## src/rtl/scr_pkg.sv

```systemverilog
// scr_pkg: register map, field positions, reset values and states
package scr_pkg;

  // ---------------------------------------------------------------
  // register byte offsets on the bus
  // ---------------------------------------------------------------
  localparam logic [7:0] SCR_OFS_CTRL = 8'h00;
  localparam logic [7:0] SCR_OFS_MODE = 8'h04;
  localparam logic [7:0] SCR_OFS_CARD = 8'h08;
  localparam logic [7:0] SCR_OFS_BAUD = 8'h0c;
  localparam logic [7:0] SCR_OFS_TXD = 8'h10;
  localparam logic [7:0] SCR_OFS_RXD = 8'h14;
  localparam logic [7:0] SCR_OFS_STAT = 8'h18;
  localparam logic [7:0] SCR_OFS_MASK = 8'h1c;

  // ---------------------------------------------------------------
  // field positions
  // ---------------------------------------------------------------
  localparam int SCR_CTL_TIE = 7;
  localparam int SCR_CTL_RIE = 6;
  localparam int SCR_CTL_TE = 5;
  localparam int SCR_CTL_RE = 4;
  localparam int SCR_CTL_ADDR_FILTER_ENABLE = 3;
  localparam int SCR_CTL_TX_DONE_IRQ_ENABLE = 2;
  localparam int SCR_CTL_CKHI = 1;
  localparam int SCR_CTL_CKLO = 0;
  localparam int SCR_MODE_SYNC = 7;
  localparam int SCR_MODE_MP = 2;
  localparam int SCR_CARD_SEL = 0;
  localparam int SCR_ST_TXE = 0;
  localparam int SCR_ST_RXF = 1;
  localparam int SCR_ST_ERR = 2;
  localparam int SCR_ST_TEND = 3;
  localparam int SCR_ST_ORE = 4;
  localparam int SCR_ST_FER = 5;

  // ---------------------------------------------------------------
  // reset values
  // ---------------------------------------------------------------
  localparam logic [7:0] SCR_CTRL_RST = 8'h00;
  localparam logic [7:0] SCR_MODE_RST = 8'h00;
  localparam logic [7:0] SCR_CARD_RST = 8'h00;
  localparam logic [7:0] SCR_BAUD_RST = 8'h00;
  localparam logic [3:0] SCR_MASK_RST = 4'h0;
  localparam logic [5:0] SCR_STAT_RST = 6'h00;
  localparam logic [8:0] SCR_DATA_RST = 9'h000;

  // ---------------------------------------------------------------
  // cycle counts: sixteen ticks to a bit, eight to a half bit
  // ---------------------------------------------------------------
  localparam logic [3:0] SCR_MID_TICK = 4'h7;
  localparam logic [3:0] SCR_LAST_TICK = 4'hf;
  localparam logic [2:0] SCR_HALF_LAST = 3'h7;
  localparam logic [2:0] SCR_LAST_BIT = 3'h7;

  typedef enum logic [2:0] {
    SCR_IDLE,
    SCR_START,
    SCR_DATA,
    SCR_MPB,
    SCR_STOP
  } scr_state_t;

endpackage : scr_pkg

```

## src/rtl/scr_sync.sv

```systemverilog
// scr_sync: three-flop pin synchroniser with agreed-level edge pulses
`timescale 1ns/10ps
`default_nettype none

module scr_sync #(
  parameter logic INIT = 1'b1
) (
  // clock and reset
  input wire logic clk_i,
  input wire logic rst_i,
  // pin and its cleaned view
  input wire logic pin_i,
  output logic lvl_o,
  output logic rise_o,
  output logic fall_o
);

  logic s1_q;
  logic s2_q;
  logic s3_q;
  logic lvl_q;
  logic chg;

  // a change counts only once the second and third stage agree
  assign chg = (s2_q == s3_q) && (s3_q != lvl_q);
  assign lvl_o = lvl_q;
  assign rise_o = chg & s3_q;
  assign fall_o = chg & ~s3_q;

  // shift chain; the first stage feeds only the second
  always_ff @(posedge clk_i) begin
    if (rst_i) begin
      {s1_q, s2_q, s3_q, lvl_q} <= {4{INIT}};
    end else begin
      s1_q <= pin_i;
      s2_q <= s1_q;
      s3_q <= s2_q;
      if (chg) lvl_q <= s3_q;
    end
  end

endmodule : scr_sync

`default_nettype wire

```

## src/rtl/scr_serial_unit.sv

```systemverilog
// scr_serial_unit: serial unit with control register, engines, bus slave
`timescale 1ns/10ps
`default_nettype none

// Notes on behaviour
// control bits act only with card mode off
// tx_irq_enable gates transmit-empty interrupt
// rx_irq_enable gates receive-full and error interrupts
// transmitter runs only while tx_enable set
// receiver runs only while rx_enable set
// address filter needs async and multiproc_format
// filtered frames with mp bit 0 dropped
// mp bit 1 frame clears filter, resumes
// tx_done_irq_enable gates transmit-end interrupt
// async 00: internal clock, pin released
// async 01: internal clock, bit-rate clock out
// async 1x: pin gives sixteen-times clock
// sync 0x: internal clock driven on pin
// sync 1x: shift on incoming pin clock
// all control bits read/write, reset zero
module scr_serial_unit
  import scr_pkg::*;
(
  // clock and reset
  input wire logic clk_i,
  input wire logic rst_i,
  // wishbone slave
  input wire logic wb_cyc_i,
  input wire logic wb_stb_i,
  input wire logic wb_we_i,
  input wire logic [7:0] wb_adr_i,
  input wire logic [3:0] wb_sel_i,
  input wire logic [31:0] wb_dat_i,
  output logic [31:0] wb_dat_o,
  output logic wb_ack_o,
  // serial pins
  input wire logic rxd_i,
  output logic txd_o,
  input wire logic sck_i,
  output logic sck_o,
  output logic sck_oe_o,
  // interrupt
  output logic irq_o
);

  // ---------------------------------------------------------------
  // declarations
  // ---------------------------------------------------------------
  logic [7:0] ctrl_q, ctrl_d, mode_q, card_q, baud_q, bcnt_q;
  logic [3:0] mask_q;
  logic [5:0] stat_q, stat_set;
  logic [8:0] tdr_q, tx_sh_q, rdr_q, rx_sh_q, rx_sh_d;
  logic tdr_empty_q, rx_full_q, ack_q;
  logic [31:0] rdat_q, rd_word;
  scr_state_t tx_st_q, tx_st_d, rx_st_q, rx_st_d;
  logic [3:0] tx_cnt_q, tx_cnt_d, rx_cnt_q, rx_cnt_d;
  logic [2:0] tx_bit_q, tx_bit_d, rx_bit_q, rx_bit_d, hc_q;
  logic tx_seen_q, tx_seen_d, txd_q, txd_d, sck_int_q;
  logic tx_end, rx_done, rx_stop_ok;
  logic rxd_lvl, sck_rise, sck_fall;

  // ---------------------------------------------------------------
  // bus decode
  // ---------------------------------------------------------------
  logic req, wr, rd, wr_ctrl, wr_mode, wr_card, wr_baud, wr_txd;
  logic wr_stat, wr_mask, rd_rxd;
  assign req = wb_cyc_i & wb_stb_i & ~ack_q;
  assign wr = req & wb_we_i & wb_sel_i[0];
  assign rd = req & ~wb_we_i;
  assign wr_ctrl = wr && (wb_adr_i == SCR_OFS_CTRL);
  assign wr_mode = wr && (wb_adr_i == SCR_OFS_MODE);
  assign wr_card = wr && (wb_adr_i == SCR_OFS_CARD);
  assign wr_baud = wr && (wb_adr_i == SCR_OFS_BAUD);
  assign wr_txd = wr && (wb_adr_i == SCR_OFS_TXD);
  assign wr_stat = wr && (wb_adr_i == SCR_OFS_STAT);
  assign wr_mask = wr && (wb_adr_i == SCR_OFS_MASK);
  assign rd_rxd = rd && (wb_adr_i == SCR_OFS_RXD);

  // read selection; unmapped offsets answer with zero
  assign rd_word =
    (wb_adr_i == SCR_OFS_CTRL) ? {24'h000000, ctrl_q} :
    (wb_adr_i == SCR_OFS_MODE) ? {24'h000000, mode_q} :
    (wb_adr_i == SCR_OFS_CARD) ? {24'h000000, card_q} :
    (wb_adr_i == SCR_OFS_BAUD) ? {24'h000000, baud_q} :
    (wb_adr_i == SCR_OFS_TXD) ? {23'h000000, tdr_q} :
    (wb_adr_i == SCR_OFS_RXD) ? {23'h000000, rdr_q} :
    (wb_adr_i == SCR_OFS_STAT) ?
      {24'h000000, rx_full_q, tdr_empty_q, stat_q} :
    (wb_adr_i == SCR_OFS_MASK) ? {28'h0000000, mask_q} : 32'h00000000;

  // ---------------------------------------------------------------
  // mode view of the control bits
  // ---------------------------------------------------------------
  logic normal, te, re, sync_mode, mp_fmt, ext_clk, filt;
  assign normal = ~card_q[SCR_CARD_SEL];
  assign te = ctrl_q[SCR_CTL_TE] & normal;
  assign re = ctrl_q[SCR_CTL_RE] & normal;
  assign sync_mode = mode_q[SCR_MODE_SYNC];
  assign mp_fmt = mode_q[SCR_MODE_MP];
  assign ext_clk = ctrl_q[SCR_CTL_CKHI];
  assign filt = ctrl_q[SCR_CTL_ADDR_FILTER_ENABLE] & mp_fmt & ~sync_mode;

  // ---------------------------------------------------------------
  // pin synchronisers
  // ---------------------------------------------------------------
  scr_sync #(.INIT(1'b1)) u_rxd_sync (
    .clk_i(clk_i),
    .rst_i(rst_i),
    .pin_i(rxd_i),
    .lvl_o(rxd_lvl),
    .rise_o(),
    .fall_o()
  );

  scr_sync #(.INIT(1'b1)) u_sck_sync (
    .clk_i(clk_i),
    .rst_i(rst_i),
    .pin_i(sck_i),
    .lvl_o(),
    .rise_o(sck_rise),
    .fall_o(sck_fall)
  );

  // ---------------------------------------------------------------
  // clock sources
  // ---------------------------------------------------------------
  logic baud_tick, tick16, sck_run, int_tgl, rise_ev, fall_ev;
  logic tx_bend, rx_bend, tx_load;
  assign baud_tick = (bcnt_q == baud_q);
  // async: pin rising edges replace the internal sixteen-times tick
  assign tick16 = ext_clk ? sck_rise : baud_tick;
  // internal bit clock idles high; in sync mode it runs only for work
  assign sck_run = ~ext_clk & normal & (sync_mode ?
    ((tx_st_q != SCR_IDLE) | (re & ~rx_full_q)) :
    ctrl_q[SCR_CTL_CKLO]);
  assign int_tgl = sck_run & baud_tick & (hc_q == SCR_HALF_LAST);
  assign rise_ev = ext_clk ? sck_rise : (int_tgl & ~sck_int_q);
  assign fall_ev = ext_clk ? sck_fall : (int_tgl & sck_int_q);
  assign tx_bend = tick16 && (tx_cnt_q == SCR_LAST_TICK);
  assign rx_bend = tick16 && (rx_cnt_q == SCR_LAST_TICK);
  assign tx_load = te && (tx_st_q == SCR_IDLE) && !tdr_empty_q;

  // divider and internal pin clock; half period is eight ticks
  always_ff @(posedge clk_i) begin
    if (rst_i || baud_tick) bcnt_q <= 8'h00;
    else bcnt_q <= bcnt_q + 8'h01;
    if (rst_i || !sck_run) begin
      hc_q <= 3'h0;
      sck_int_q <= 1'b1;
    end else if (baud_tick) begin
      hc_q <= hc_q + 3'h1;
      if (int_tgl) sck_int_q <= ~sck_int_q;
    end
  end

  // ---------------------------------------------------------------
  // transmitter
  // ---------------------------------------------------------------
  always_comb begin
    tx_st_d = tx_st_q;
    tx_cnt_d = tick16 ? tx_cnt_q + 4'h1 : tx_cnt_q;
    tx_bit_d = tx_bit_q;
    tx_seen_d = tx_seen_q;
    txd_d = txd_q;
    tx_end = 1'b0;
    if (!te) begin
      tx_st_d = SCR_IDLE;
      txd_d = 1'b1;
    end else begin
      unique case (tx_st_q)
        SCR_IDLE: begin
          if (tx_load) begin
            tx_cnt_d = 4'h0;
            tx_bit_d = 3'h0;
            tx_seen_d = 1'b0;
            tx_st_d = sync_mode ? SCR_DATA : SCR_START;
            txd_d = sync_mode ? tdr_q[0] : 1'b0;
          end
        end
        SCR_START: begin
          if (tx_bend) begin
            tx_st_d = SCR_DATA;
            txd_d = tx_sh_q[0];
          end
        end
        SCR_DATA: begin
          if (sync_mode) begin
            // first fall only opens the frame; shift on later ones
            if (fall_ev && tx_seen_q) begin
              tx_seen_d = 1'b0;
              tx_bit_d = tx_bit_q + 3'h1;
              txd_d = tx_sh_q[tx_bit_q + 3'h1];
            end
            if (rise_ev) begin
              tx_seen_d = 1'b1;
              if (tx_bit_q == SCR_LAST_BIT) begin
                tx_st_d = SCR_IDLE;
                tx_end = 1'b1;
              end
            end
          end else if (tx_bend) begin
            tx_bit_d = tx_bit_q + 3'h1;
            if (tx_bit_q == SCR_LAST_BIT) begin
              tx_st_d = mp_fmt ? SCR_MPB : SCR_STOP;
              txd_d = mp_fmt ? tx_sh_q[8] : 1'b1;
            end else begin
              txd_d = tx_sh_q[tx_bit_q + 3'h1];
            end
          end
        end
        SCR_MPB: begin
          if (tx_bend) begin
            tx_st_d = SCR_STOP;
            txd_d = 1'b1;
          end
        end
        SCR_STOP: begin
          if (tx_bend) begin
            tx_st_d = SCR_IDLE;
            tx_end = 1'b1;
          end
        end
        default: tx_st_d = SCR_IDLE;
      endcase
    end
  end

  // ---------------------------------------------------------------
  // receiver
  // ---------------------------------------------------------------
  always_comb begin
    rx_st_d = rx_st_q;
    rx_cnt_d = tick16 ? rx_cnt_q + 4'h1 : rx_cnt_q;
    rx_bit_d = rx_bit_q;
    rx_sh_d = rx_sh_q;
    rx_done = 1'b0;
    rx_stop_ok = 1'b0;
    if (!re) begin
      rx_st_d = SCR_IDLE;
    end else begin
      unique case (rx_st_q)
        SCR_IDLE: begin
          rx_sh_d[8] = 1'b0;
          rx_bit_d = 3'h0;
          rx_cnt_d = 4'h0;
          if (sync_mode) rx_st_d = SCR_DATA;
          else if (!rxd_lvl) rx_st_d = SCR_START;
        end
        SCR_START: begin
          // a start bit that is gone at mid-bit is taken for noise
          if (tick16 && rx_cnt_q == SCR_MID_TICK) begin
            rx_cnt_d = 4'h0;
            rx_st_d = rxd_lvl ? SCR_IDLE : SCR_DATA;
          end
        end
        SCR_DATA: begin
          if (sync_mode ? rise_ev : rx_bend) begin
            rx_sh_d[rx_bit_q] = rxd_lvl;
            rx_bit_d = rx_bit_q + 3'h1;
            if (rx_bit_q == SCR_LAST_BIT) begin
              rx_done = sync_mode;
              rx_stop_ok = 1'b1;
              if (!sync_mode) rx_st_d = mp_fmt ? SCR_MPB : SCR_STOP;
            end
          end
        end
        SCR_MPB: begin
          if (rx_bend) begin
            rx_sh_d[8] = rxd_lvl;
            rx_st_d = SCR_STOP;
          end
        end
        SCR_STOP: begin
          if (rx_bend) begin
            rx_done = 1'b1;
            rx_stop_ok = rxd_lvl;
            rx_st_d = SCR_IDLE;
          end
        end
        default: rx_st_d = SCR_IDLE;
      endcase
    end
  end

  // ---------------------------------------------------------------
  // frame outcome and events
  // ---------------------------------------------------------------
  logic skip, wake, take, ore_ev, fer_ev, rxf_ev, tend_ev;
  assign skip = filt & ~rx_sh_d[8];
  assign wake = rx_done & filt & rx_sh_d[8];
  assign take = rx_done & ~skip;
  assign ore_ev = take & rx_full_q;
  assign fer_ev = take & ~rx_full_q & ~rx_stop_ok;
  assign rxf_ev = take & ~rx_full_q & rx_stop_ok;
  assign tend_ev = tx_end & tdr_empty_q;

  // software write wins over the self-clear of the filter bit
  assign ctrl_d = wr_ctrl ? wb_dat_i[7:0] :
    (wake ? (ctrl_q & ~(8'h01 << SCR_CTL_ADDR_FILTER_ENABLE)) : ctrl_q);

  // request enables decide which events reach the four request bits; ORE and FER are ungated
  always_comb begin
    stat_set = 6'h00;
    stat_set[SCR_ST_TXE] = tx_load & ctrl_q[SCR_CTL_TIE];
    stat_set[SCR_ST_RXF] = rxf_ev & ctrl_q[SCR_CTL_RIE];
    stat_set[SCR_ST_ERR] = (ore_ev | fer_ev) & ctrl_q[SCR_CTL_RIE];
    stat_set[SCR_ST_TEND] = tend_ev & ctrl_q[SCR_CTL_TX_DONE_IRQ_ENABLE];
    stat_set[SCR_ST_ORE] = ore_ev;
    stat_set[SCR_ST_FER] = fer_ev;
  end

  // ---------------------------------------------------------------
  // registers
  // ---------------------------------------------------------------
  always_ff @(posedge clk_i) begin
    if (rst_i) begin
      ctrl_q <= SCR_CTRL_RST;
      mode_q <= SCR_MODE_RST;
      card_q <= SCR_CARD_RST;
      baud_q <= SCR_BAUD_RST;
      mask_q <= SCR_MASK_RST;
      stat_q <= SCR_STAT_RST;
    end else begin
      ctrl_q <= ctrl_d;
      if (wr_mode) mode_q <= wb_dat_i[7:0];
      if (wr_card) card_q <= wb_dat_i[7:0];
      if (wr_baud) baud_q <= wb_dat_i[7:0];
      if (wr_mask) mask_q <= wb_dat_i[3:0];
      // write one to clear; a new event in the same cycle wins
      stat_q <= (stat_q & ~(wr_stat ? wb_dat_i[5:0] : 6'h00)) | stat_set;
    end
  end

  // data holding registers and their flags; setting beats clearing
  always_ff @(posedge clk_i) begin
    if (rst_i) begin
      tdr_q <= SCR_DATA_RST;
      rdr_q <= SCR_DATA_RST;
      tdr_empty_q <= 1'b1;
      rx_full_q <= 1'b0;
    end else begin
      if (wr_txd) tdr_q <= {wb_dat_i[8] & wb_sel_i[1], wb_dat_i[7:0]};
      if (rxf_ev) rdr_q <= rx_sh_d;
      tdr_empty_q <= !te || tx_load || (tdr_empty_q && !wr_txd);
      rx_full_q <= rxf_ev || (rx_full_q && !rd_rxd);
    end
  end

  // engine state
  always_ff @(posedge clk_i) begin
    if (rst_i) begin
      tx_st_q <= SCR_IDLE;
      rx_st_q <= SCR_IDLE;
      {tx_cnt_q, rx_cnt_q, tx_bit_q, rx_bit_q} <= 14'h0000;
      {tx_seen_q, txd_q} <= 2'b01;
      tx_sh_q <= SCR_DATA_RST;
      rx_sh_q <= SCR_DATA_RST;
    end else begin
      tx_st_q <= tx_st_d;
      rx_st_q <= rx_st_d;
      {tx_cnt_q, rx_cnt_q, tx_bit_q, rx_bit_q} <=
        {tx_cnt_d, rx_cnt_d, tx_bit_d, rx_bit_d};
      {tx_seen_q, txd_q} <= {tx_seen_d, txd_d};
      if (tx_load) tx_sh_q <= tdr_q;
      rx_sh_q <= rx_sh_d;
    end
  end

  // bus answer: one cycle after the request, then dropped
  always_ff @(posedge clk_i) begin
    if (rst_i) begin
      ack_q <= 1'b0;
      rdat_q <= 32'h00000000;
    end else begin
      ack_q <= req;
      if (rd) rdat_q <= rd_word;
    end
  end

  // ---------------------------------------------------------------
  // outputs
  // ---------------------------------------------------------------
  assign wb_ack_o = ack_q;
  assign wb_dat_o = rdat_q;
  assign txd_o = txd_q;
  assign sck_o = sck_int_q;
  // pin released for port use in async 00 and for every input clock
  assign sck_oe_o = normal & ~ext_clk &
    (sync_mode | ctrl_q[SCR_CTL_CKLO]);
  assign irq_o = |(stat_q[3:0] & mask_q);

endmodule : scr_serial_unit

`default_nettype wire

```

## config.mk

```make
export PLATFORM = sky130hd
export DESIGN_NAME = scr_serial_unit
export DESIGN_NICKNAME = d
export VERILOG_FILES = /design/src/rtl/scr_pkg.sv /design/src/rtl/scr_sync.sv /design/src/rtl/scr_serial_unit.sv
export SDC_FILE = /design/constraint.sdc
export NUM_CORES = 1
export LEC_CHECK = 0
export BUFFER_PORTS_ARGS = -buffer_cell sky130_fd_sc_hd__buf_2
export CAP_MARGIN = 20
export CORE_ASPECT_RATIO = 1.5
export CORE_MARGIN = 2
export CORE_UTILIZATION = 30
export CTS_CLUSTER_SIZE = 14
export DETAILED_ROUTE_END_ITERATION = 12
export PLACE_DENSITY = 0.43
export SYNTH_ARGS = -nofsm -noshare
export SYNTH_HDL_FRONTEND = slang
export SYNTH_SLANG_ARGS = --single-unit
```

## constraint.sdc

```tcl
create_clock -name clk_i -period 7.22 [get_ports clk_i]
set_input_delay 1.444 -clock clk_i [delete_from_list [all_inputs] [get_ports clk_i]]
set_output_delay 1.444 -clock clk_i [all_outputs]
set_load 0.1 [all_outputs]
```

==> results.py, run 1 <==
metrics = {
    "hold_path": {
        "holdPathStages": 1,
        "worstHoldStart": "u_rxd_sync.s1_q",
        "hold_class": "flip-flop to flip-flop",
        "min_to": "u_rxd_sync.s2_q",
    },
    "yosys": {
        "ys.flop_type": "dfxtp_1",
        "synth_edf_count": 0,
        "synth.avg_cell_area_sq_um": 8.42,
        "synth-seq-area-share_pct": 39.4,
        "synth_top_family_by_area": "simple AND/OR/NAND/NOR gates",
        "synth_top_area_share_pct": 39.4,
        "muxShareOfSynthArea_pct": 9.26,
        "synth-seq-cells": 132,
        "synth_xor_area_share_pct": 2.87,
        "synth_top_cell_by_area": "dfxtp_1",
        "synth-compound-area-share_pct": 16.1,
        "synth.top_cells.by_count": "dfxtp_1 (132), nand2_1 (116), nor2_1 (72)",
        "synthMostInstantiatedCell": "dfxtp_1",
        "synth-simple-area-share_pct": 24.8,
        "ys_top_cells_by_area": "dfxtp_1 (39%), nand2_1 (6.5%), a21oi_1 (5.1%)",
        "synth_cell_types": 80,
        "synthArstFlopShare_pct": 0,
        "synthCells": 797,
        "yosysWarnings": 0,
        "synthAdderAreaFrac_pct": 1.68,
        "synthesis.area_sq_mm": 0.00671,
    },
    "cts": {
        "clk_pin_slew_ns": 0.06,
        "cts_hold_buf": 0,
        "cts_sinks": 132,
        "clock_latency_ns": 0.42,
        "cts_tree": "done",
        "cts_setup_buffers": 0,
        "cts_resized": 0,
        "root_buffer": "clkbuf_16",
        "h-tree-depth": 4,
        "ctsLongestPathBuffers": 2,
        "cts_buffers": 17,
    },
    "timing": {
        "tightest_slew_ns": 0.945,
        "hold_violations": 0,
        "setup_viol": 0,
        "hold_ws_ns": 0.412,
        "min_period_over_period_pct": 49.4,
        "rsz0062_at_grt": "no",
        "drv_slew": 0,
        "period_minus_slack_ns": 3.56,
        "clock_skew_ns": 0.00797,
        "max_freq_ghz": 0.281,
        "maxSlewHeadroom_pct": 36.8,
        "setup-tns-final_ns": 0,
    },
    "critical_path": {
        "crit_chain": "buf_2 -> or4_1 -> or3_1 -> nor3_2 -> nand2_1 -> mux2i_1 -> a311oi_1",
        "slowest_delay_ns": 0.59,
        "cp-end-kind": "flip-flop",
        "r2r_setup_slack_ns": 3.73,
        "timing.rr.start": "bcnt_q[5]",
        "critPathRequiredTime_ns": 7.56,
        "cp-start-kind": "input pin",
        "critical_path.slowest_cell": "or4_1",
        "path_max_fanout": 10,
        "rr_endpoint": "rdr_q[0]",
        "critPathKind": "input pin to flip-flop",
        "reg2regPathDepth": 7,
        "crit_arrival_ns": 3.90,
    },
    "power": {
        "leakagePower_nw": 2.79,
        "vdd_drop_max_v": 0.000146,
        "powerDensity_mw_per_mm2": 226,
        "p_total_mw": 1.73,
    },
    "die": {
        "initial_core_util_pct": 30.3,
        "boundaryPins": 88,
        "core_sq_mm": 0.0221,
        "die-width_microns": 126,
        "die_area_sq_mm": 0.0236,
        "core.rowCount": 67,
        "die_height_microns": 187,
    },
    "routing": {
        "drt_iter0_drc": 268,
        "num_vias": 5663,
        "wl_per_cell_microns": 17.9,
        "ant_nets": 0,
        "via_per_inst": 5.11,
        "drc": 0,
        "routed_wl_microns": 19900,
        "firstDrtPassIters": 5,
    },
    "finish": {
        "drive_gt1_share_pct": 14.7,
        "fin_area_sq_mm": 0.00766,
        "final_nets": 879,
        "areaGrowthSynthToFinish_pct": 14.1,
        "diodes": 0,
    },
    "global_routing": {
        "grt_max_degree": 60,
        "grt_pass1_wl_microns": 31900,
        "grt_antenna_before_repair": 0,
        "grt_pass1_vias": 5660,
        "overflow": 0,
        "grt.total_usage_pct": 17.3,
    },
    "place": {
        "port_buffers": 39,
        "place_congestion": 0.845,
        "dpl.hpwl_microns": 14700,
        "dpl_cell_area_sq_mm": 0.00706,
    },
    "flow_run": {
        "maxCapViolCount": 0,
    },
    "status": {
        "status": "complete, no violations",
    },
}
==> cell usage in the layout (no fill, tap or decap), types with 5 or more instances in the layout <==
cell        synthesis  routed
mux2_2             12      12
nor2_1             72      72
and3_1              8       8
nor4_1              8       7
a211oi_1            5       5
nor3_1             13      13
nand2_1           116     116
mux2i_1            31      31
mux2_4              8       8
or2_2               7       7
xor2_1             18      18
a21oi_1            68      68
ha_1                9       9
o21ai_0            15      15
nand3_1            39      39
dfxtp_1           132     132
buf_2               1      38
o21ai_1            10      10
buf_4              23       8
a21o_1              6       6
inv_1              14      14
clkbuf_16           0      17
nor2b_1            23      23
clkinvlp_4          0       5
a22oi_1             6       6
nand2b_1            7       7
conb_1              1      23
==> state kept, by name (all words and copies together) (netlist names), 6 cells and up <==
signal    cells
rdr_q         9
rx_sh_q       9
tdr_q         9
tx_sh_q       9
wb_dat_o      9
baud_q        8
bcnt_q        8
card_q        8
ctrl_q        8
mode_q        8
stat_q        6
==> kinds of logic (layout without fill, tap and decap cells) <==
family | count (synthesis) | in the layout
XOR/XNOR | 22 | 22
AND/OR/NAND/NOR | 335 | 335
flip-flops | 132 | 132
AO/OA/AOI/OAI | 164 | 164
multiplexers | 54 | 54
buffers and inverters | 80 | 93
adder cells (fa/ha/maj) | 9 | 9
other | 1 | 23
==> per-layer routing <==
metal  wire (microns)  share of wire (%)  GRT usage, %
met1             8330                 42          20.2
met2            10300                 52          30.7
met3              661                3.3          3.12
met4              638                3.2          7.65
met5                0                  0             0
==> report_power, final <==
group	switching [mW]	internal, mW
logic	0.0930	0.0153
clock network	0.330	0.552
registers	0.00418	0.734
total	0.427	1.30
==> worst max-delay path: cells and delay by family <==
family                 cells  cell delay [ns]
AOI/OAI and AO/OA          1             0.24
buffers and inverters      1             0.09
muxes                      1             0.20
and+or+nand+nor            4             1.91
==> how the worst max path moves through the flow <==
stage	start	end	slack (ns)
after floorplan	ctrl_q[1]	sck_oe_o	3.76
after global placement	wb_adr_i[6]	ctrl_q[3]	3.23
after detailed placement	wb_adr_i[6]	ctrl_q[3]	3.17
after CTS	wb_adr_i[6]	ctrl_q[3]	3.63
after global routing	wb_adr_i[6]	card_q[0]	3.45
final	wb_adr_i[6]	ctrl_q[3]	3.66
==> final cells by class <==
| class | instances | area [sq um] |
|---|---|---|
| clock buffer | 20 | 447 |
| clock inverter | 12 | 155 |
| timing repair buffer | 46 | 250 |
| multi-input combinational | 607 | 3760 |
| tap | 276 | 345 |
| sequential | 132 | 2640 |
| fill | 2388 | 14500 |
| inverter | 15 | 56.3 |
==> stage by stage <==
step | std cells | setup WS [ns] | utilization (%)
3_3_place_gp | 1076 | 3.23 | 31.9
3_5_place_dp | 1076 | 3.17 | 31.9
6_report | 1108 | 3.66 | 34.6
5_1_grt | 1108 | 3.45 | 34.6
4_1_cts | 1108 | 3.63 | 34.6
2_1_floorplan | 819 | 3.76 | -
(Power assumes the default switching activity.)
==> inputs of run 2 (changes only) <==
--- a/config.mk
+++ b/config.mk
@@ -5,6 +5,7 @@
 export SDC_FILE = /design/constraint.sdc
 export NUM_CORES = 1
 export LEC_CHECK = 0
+export ABC_AREA = 1
 export BUFFER_PORTS_ARGS = -buffer_cell sky130_fd_sc_hd__buf_2
 export CAP_MARGIN = 20
 export CORE_ASPECT_RATIO = 1.5
==> constraint.sdc (replaced) <==
create_clock -name clk_i -period 3.7 [get_ports clk_i]
set_input_delay 0.74 -clock clk_i [delete_from_list [all_inputs] [get_ports clk_i]]
set_output_delay 0.74 -clock clk_i [all_outputs]
set_load 0.1 [all_outputs]
==> results.py, run 2 <==
metrics = {
    "timing": {
        "rsz0062_at_grt": "no",
        "drv_slew": 0,
        "period_minus_slack_ns": 2.85,
        "setup_viol": 0,
        "hold_violations": 0,
        "min_period_over_period_pct": 77.1,
        "setup_ws_ns": 0.847,
        "maxSlewHeadroom_pct": 56.2,
        "tightest_slew_ns": 0.650,
        "clock_skew_ns": 0.00768,
        "max_freq_ghz": 0.351,
        "setup-tns-final_ns": 0,
    },
    "finish": {
        "fillerInstances": 2315,
        "layout_commonest_cell": "nand2_1",
        "instances_no_fill": 1250,
        "drive_gt1_share_pct": 12.2,
        "final_nets": 1030,
        "final_cell_mix": "nand2_1 (155), nor2_1 (139), dfxtp_1 (132)",
        "regArea_sq_mm": 0.00264,
        "diodes": 0,
        "areaGrowthSynthToFinish_pct": 16.8,
        "multi_input_comb_area_sq_mm": 0.00316,
        "final_util_pct": 35.7,
    },
    "critical_path": {
        "critPathRequiredTime_ns": 4.02,
        "crit_arrival_ns": 3.17,
        "reg2regPathDepth": 16,
        "path_max_fanout": 20,
        "critPathKind": "flip-flop to flip-flop",
        "rr_endpoint": "rdr_q[8]",
        "r2r_setup_slack_ns": 0.85,
        "cp-end-kind": "flip-flop",
        "timing.rr.start": "card_q[0]",
        "cp-start-kind": "flip-flop",
    },
    "die": {
        "boundaryPins": 88,
        "die_height_microns": 183,
        "die-width_microns": 124,
        "core.rowCount": 65,
        "die_area_sq_mm": 0.0226,
        "core_sq_mm": 0.0211,
        "initial_core_util_pct": 30.5,
    },
    "yosys": {
        "synth_edf_count": 0,
        "synth-seq-area-share_pct": 41.1,
        "synth_top_cell_by_area": "dfxtp_1",
        "synth_top_area_share_pct": 41.1,
        "synth.avg_cell_area_sq_um": 6.99,
        "yosysWarnings": 0,
        "ys.flop_type": "dfxtp_1",
        "synth_cell_types": 41,
        "synth-seq-cells": 132,
        "synthCells": 920,
        "synthArstFlopShare_pct": 0,
        "synthesis.area_sq_mm": 0.00643,
        "synthMostInstantiatedCell": "nand2_1",
        "ys_top_cells_by_area": "dfxtp_1 (41%), nand2_1 (9.0%), nor2_1 (8.1%)",
        "synth.top_cells.by_count": "nand2_1 (155), nor2_1 (139), dfxtp_1 (132)",
    },
    "cts": {
        "clock_latency_ns": 0.42,
        "h-tree-depth": 4,
        "root_buffer": "clkbuf_16",
        "cts_setup_buffers": 0,
        "cts_resized": 0,
        "cts_tree": "done",
        "ctsLongestPathBuffers": 2,
        "cts_sinks": 132,
        "cts_buffers": 17,
        "clk_pin_slew_ns": 0.06,
        "cts_hold_buf": 0,
    },
    "hold_path": {
        "worstHoldStart": "u_sck_sync.s1_q",
        "hold_class": "flip-flop to flip-flop",
        "holdPathStages": 1,
        "min_to": "u_sck_sync.s2_q",
    },
    "place": {
        "dp_slack_ns": 0.784,
        "dpl.hpwl_microns": 14700,
        "port_buffers": 39,
        "placed_cells": 1219,
        "place_congestion": 0.877,
    },
    "routing": {
        "routed_wl_microns": 19900,
        "wl_per_cell_microns": 15.9,
        "firstDrtPassIters": 5,
        "ant_nets": 0,
        "via_per_inst": 4.76,
        "drc": 0,
        "drt_iter0_drc": 458,
        "num_vias": 5952,
    },
    "power": {
        "powerDensity_mw_per_mm2": 462,
        "vdd_drop_max_v": 0.000298,
        "leakagePower_nw": 3.15,
    },
    "global_routing": {
        "grt_max_degree": 40,
        "grt.total_usage_pct": 18.5,
        "grt_antenna_before_repair": 0,
        "grt_pass1_vias": 5831,
        "grt_pass1_wl_microns": 31600,
        "overflow": 0,
    },
    "status": {
        "status": "complete, no violations",
    },
    "flow_run": {
        "maxCapViolCount": 0,
    },
}
[run 2: cell types whose count changed after synthesis, moves of 9 or more]
cell      previous run  this run
mux2i_1             31         0
nor2_1              72       139
clkbuf_1            36        19
inv_1               14       103
nand4_1              4        25
o21ai_1             10         0
mux2_2              12         0
nor2b_1             23         0
nor3_1              13        22
xor2_1              18         6
nand2_1            116       155
o21ai_0             15       102
nand3_1             39        29
a21oi_1             68        78
[run 2: critical path, stage by stage, from the launching register on]
cell and delay [ns]:
dfxtp_1 0.33, inv_2 0.14, nand2_2 0.17, nor2_1 0.16, nor2_1 0.11, nor3_1 0.19, nand3_1 0.13, nand2_1 0.15
nand3_2 0.13, nand2_2 0.22, nand3_1 0.13, nand2_2 0.12, nand4_2 0.13, nor2_4 0.40, nand2_1 0.12, nand2_1 0.08
nor2_1 0.03
[run 2: final cells by class]
type	count	area share [%]
repair buffers	56	4.30
inverters	115	5.75
clock inverters	12	2.38
clock buffers	19	5.90
multi-input cells	648	42.0
well taps	268	4.46
flip-flops and latches	132	35.2
[run 2: per-stage QoR]
step                      power [mW]  instance area, sq um  hold WS, ns
final                           3.47                  7510        0.407
after floorplan                 1.66                  6510        0.389
after detailed placement        1.69                  6890        0.396
after CTS                       3.52                  7510        0.410
after global placement          1.69                  6890        0.393
after global routing            3.59                  7510        0.418
[run 2: worst max path at each step]
stage                   start  endpoint  slack (ns)  depth (start not counted)
floorplan           mask_q[2]     irq_o        1.07                          2
global placement    card_q[0]  rdr_q[0]        0.80                         16
detailed placement  card_q[0]  rdr_q[8]        0.78                         16
CTS                 card_q[0]  rdr_q[8]        0.76                         16
global route        baud_q[3]  rdr_q[6]        0.48                         17
finish              card_q[0]  rdr_q[8]        0.85                         16
[run 2: logic make-up (layout without fill, tap and decap cells)]
family / Yosys count / in the layout / synth area share, %
and+or+nand+nor: 395 / 395 / 26.6
AOI/OAI and AO/OA: 213 / 213 / 18.3
buffers and inverters: 162 / 202 / 11.1
DFF: 132 / 132 / 41.1
adders and majority gates: 9 / 9 / 1.75
xor gates and xnor gates: 8 / 8 / 1.09
other: 1 / 23 / 0.0583
[run 2: power breakdown]
group          switching (mW)  internal [mW]  total [mW]
clock                   0.667           1.14        1.81
sequential            0.00621           1.43        1.44
combinational           0.186         0.0314       0.218
[run 2: metal layers]
metal | share of wire, % | GRT usage (%) | vias up | wire, microns
li1 | - | - | 3082 | -
met1 | 42 | 21.3 | 2751 | 8400
met2 | 52 | 33.5 | 100 | 10400
met3 | 3.0 | 3.17 | 19 | 590
met4 | 2.3 | 6.68 | 0 | 454
met5 | 0 | 0 | - | 0
==> inputs of run 3 (changes only) <==
--- a/config.mk
+++ b/config.mk
@@ -13,7 +13,7 @@
 export CORE_UTILIZATION = 30
 export CTS_CLUSTER_SIZE = 14
 export DETAILED_ROUTE_END_ITERATION = 12
-export PLACE_DENSITY = 0.43
+export PLACE_DENSITY = 0.45
 export SYNTH_ARGS = -nofsm -noshare
 export SYNTH_HDL_FRONTEND = slang
 export SYNTH_SLANG_ARGS = --single-unit
==> constraint.sdc (replaced) <==
create_clock -name clk_i -period 2.45 [get_ports clk_i]
set_input_delay 0.49 -clock clk_i [delete_from_list [all_inputs] [get_ports clk_i]]
set_output_delay 0.49 -clock clk_i [all_outputs]
set_load 0.1 [all_outputs]
==> results.py, run 3 (synthesized netlist as in run 2, its figures left out) <==
metrics = {
    "finish": {
        "regArea_sq_mm": 0.00265,
        "diodes": 0,
        "fillerInstances": 2283,
        "multi_input_comb_area_sq_mm": 0.00319,
        "final_cell_mix": "nand2_1 (154), nor2_1 (135), dfxtp_1 (125)",
        "layout_commonest_cell": "nand2_1",
        "final_nets": 1058,
        "instances_no_fill": 1279,
        "fin_area_sq_mm": 0.00779,
        "areaGrowthSynthToFinish_pct": 21.1,
        "drive_gt1_share_pct": 16.1,
    },
    "flow_run": {
        "maxCapViolCount": 0,
    },
    "timing": {
        "drv_slew": 0,
        "maxSlewHeadroom_pct": 66.0,
        "hold_violations": 0,
        "max_freq_ghz": 0.445,
        "setup-tns-final_ns": 0,
        "rsz0062_at_grt": "no",
        "setup_viol": 0,
        "min_period_over_period_pct": 91.8,
        "period_minus_slack_ns": 2.25,
        "clock_skew_ns": 0.00949,
        "tightest_slew_ns": 0.505,
    },
    "cts": {
        "clk_pin_slew_ns": 0.06,
        "root_buffer": "clkbuf_16",
        "cts_buffers": 17,
        "cts_sinks": 132,
        "ctsLongestPathBuffers": 2,
        "cts_tree": "done",
        "clock_latency_ns": 0.43,
        "cts_hold_buf": 0,
        "h-tree-depth": 4,
    },
    "place": {
        "dpl.hpwl_microns": 15000,
        "placed_cells": 1244,
        "dpl_cell_area_sq_mm": 0.00710,
        "port_buffers": 39,
        "place_congestion": 0.834,
    },
    "critical_path": {
        "timing.rr.start": "tx_st_q[0]",
        "cp-endpoint": "rdr_q[2]",
        "critPathRequiredTime_ns": 2.77,
        "crit_arrival_ns": 2.57,
        "rr_endpoint": "rdr_q[2]",
        "path_max_fanout": 12,
        "reg2regPathDepth": 16,
        "cp-end-kind": "flip-flop",
        "r2r_setup_slack_ns": 0.20,
        "cp-start-kind": "flip-flop",
        "critPathLaunch": "tx_st_q[0]",
        "critPathKind": "flip-flop to flip-flop",
    },
    "routing": {
        "num_vias": 5984,
        "drc": 0,
        "ant_nets": 0,
        "via_per_inst": 4.68,
        "drt_iter0_drc": 280,
        "routed_wl_microns": 19600,
        "wl_per_cell_microns": 15.3,
        "firstDrtPassIters": 5,
    },
    "power": {
        "pwr-share-clk_pct": 52.1,
        "internal_power_mw": 3.95,
        "p_seq_share_pct": 41.5,
        "swShare_pct": 24.6,
        "p_total_mw": 5.23,
        "leakagePower_nw": 3.30,
        "powerDensity_mw_per_mm2": 671,
        "p_sw_mw": 1.29,
        "comb_power_share_pct": 6.3,
        "vdd_drop_max_v": 0.000484,
    },
    "die": {
        "die_area_sq_mm": 0.0226,
        "die_height_microns": 183,
        "boundaryPins": 88,
        "die-width_microns": 124,
        "core.rowCount": 65,
        "initial_core_util_pct": 30.5,
        "core_sq_mm": 0.0211,
    },
    "global_routing": {
        "grt_pass1_wl_microns": 31000,
        "grt.total_usage_pct": 18.2,
        "grt_max_degree": 40,
        "overflow": 0,
        "grt_antenna_before_repair": 0,
        "grt_pass1_vias": 5820,
    },
    "status": {
        "status": "complete, no violations",
    },
    "hold_path": {
        "hold_class": "input pin to flip-flop",
    },
}
run 3: cell count changes in the layout (fill, tap and decap cells not counted), moves of 2 or more:
cell        delta
clkinv_4       +2
dfxtp_1        -7
dfxtp_2        +7
clkinvlp_4     -2
o21ai_0        -4
nor2_1         -4
o21ai_1        +4
nor2_2         +3
buf_12         +2
buf_4         +26
run 3: timing repair:
item / 4_1_cts / 5_1_grt
endpoints found under the setup margin: 1 / 31
endpoints found under the hold margin: 0 / 0
buffers inserted: 0 / 3
resized for setup: 1 / 19
pin swaps: 0 / 5
gates cloned: 0 / 0
run 3: cell type report:
| cell class | count | area share [%] |
|---|---|---|
| clock inverters | 12 | 2.28 |
| clock buffers | 20 | 5.73 |
| repair buffers | 84 | 7.16 |
| multi-input cells | 648 | 40.9 |
| well taps | 268 | 4.30 |
| inverters | 115 | 5.54 |
| flip-flops and latches | 132 | 34.0 |
run 3: power by group through the flow:
stage	Clock, mW	Sequential [mW]	Combinational, mW
2_1_floorplan	0	2.25	0.262
3_3_place_gp	0	2.22	0.333
3_5_place_dp	0	2.22	0.334
4_1_cts	2.79	2.17	0.334
5_1_grt	2.89	2.17	0.355
6_report	2.73	2.17	0.332
run 3: through the flow:
step	utilization [%]	setup slack, ns	hold slack, ns
after global placement	33.7	0.0404	0.409
final	37.0	0.201	0.243
after global routing	37.0	0.0131	0.243
after CTS	36.7	0.00898	0.228
after detailed placement	33.7	0.0385	0.408
after floorplan	-	0.0718	0.389
run 3: how the worst min path moves through the flow:
stage	slack (ns)	start	to	cells past startpoint
after global routing	0.24	rxd_i	u_rxd_sync.s1_q	2
after floorplan	0.39	u_rxd_sync.s1_q	u_rxd_sync.s2_q	1
after CTS	0.23	rxd_i	u_rxd_sync.s1_q	2
after global placement	0.41	u_rxd_sync.s1_q	u_rxd_sync.s2_q	1
final	0.24	rxd_i	u_rxd_sync.s1_q	2
after detailed placement	0.41	u_rxd_sync.s1_q	u_rxd_sync.s2_q	1
run 3: metal layers:
metal,wire (microns),part of all wire (%),track usage (%),vias to the layer above
met5,0,0,0,-
met3,675,3.5,3.30,25
met1,8140,42,20.9,2709
li1,-,-,-,3138
met4,458,2.3,6.64,0
met2,10300,53,33.0,112
run 3: critical path: stages, from the launching register on:
cell and delay (ns):
dfxtp_2 0.37, nor2_1 0.09, nand3_1 0.13, nor2_2 0.08
nor3_2 0.26, nand3_2 0.14, nand2_2 0.11, nand3_2 0.09
nand2_2 0.11, nand3_2 0.09, a21oi_4 0.17, inv_2 0.06
nor2_4 0.15, buf_12 0.14, nand2_1 0.05, nand2_1 0.06
nor2_1 0.04
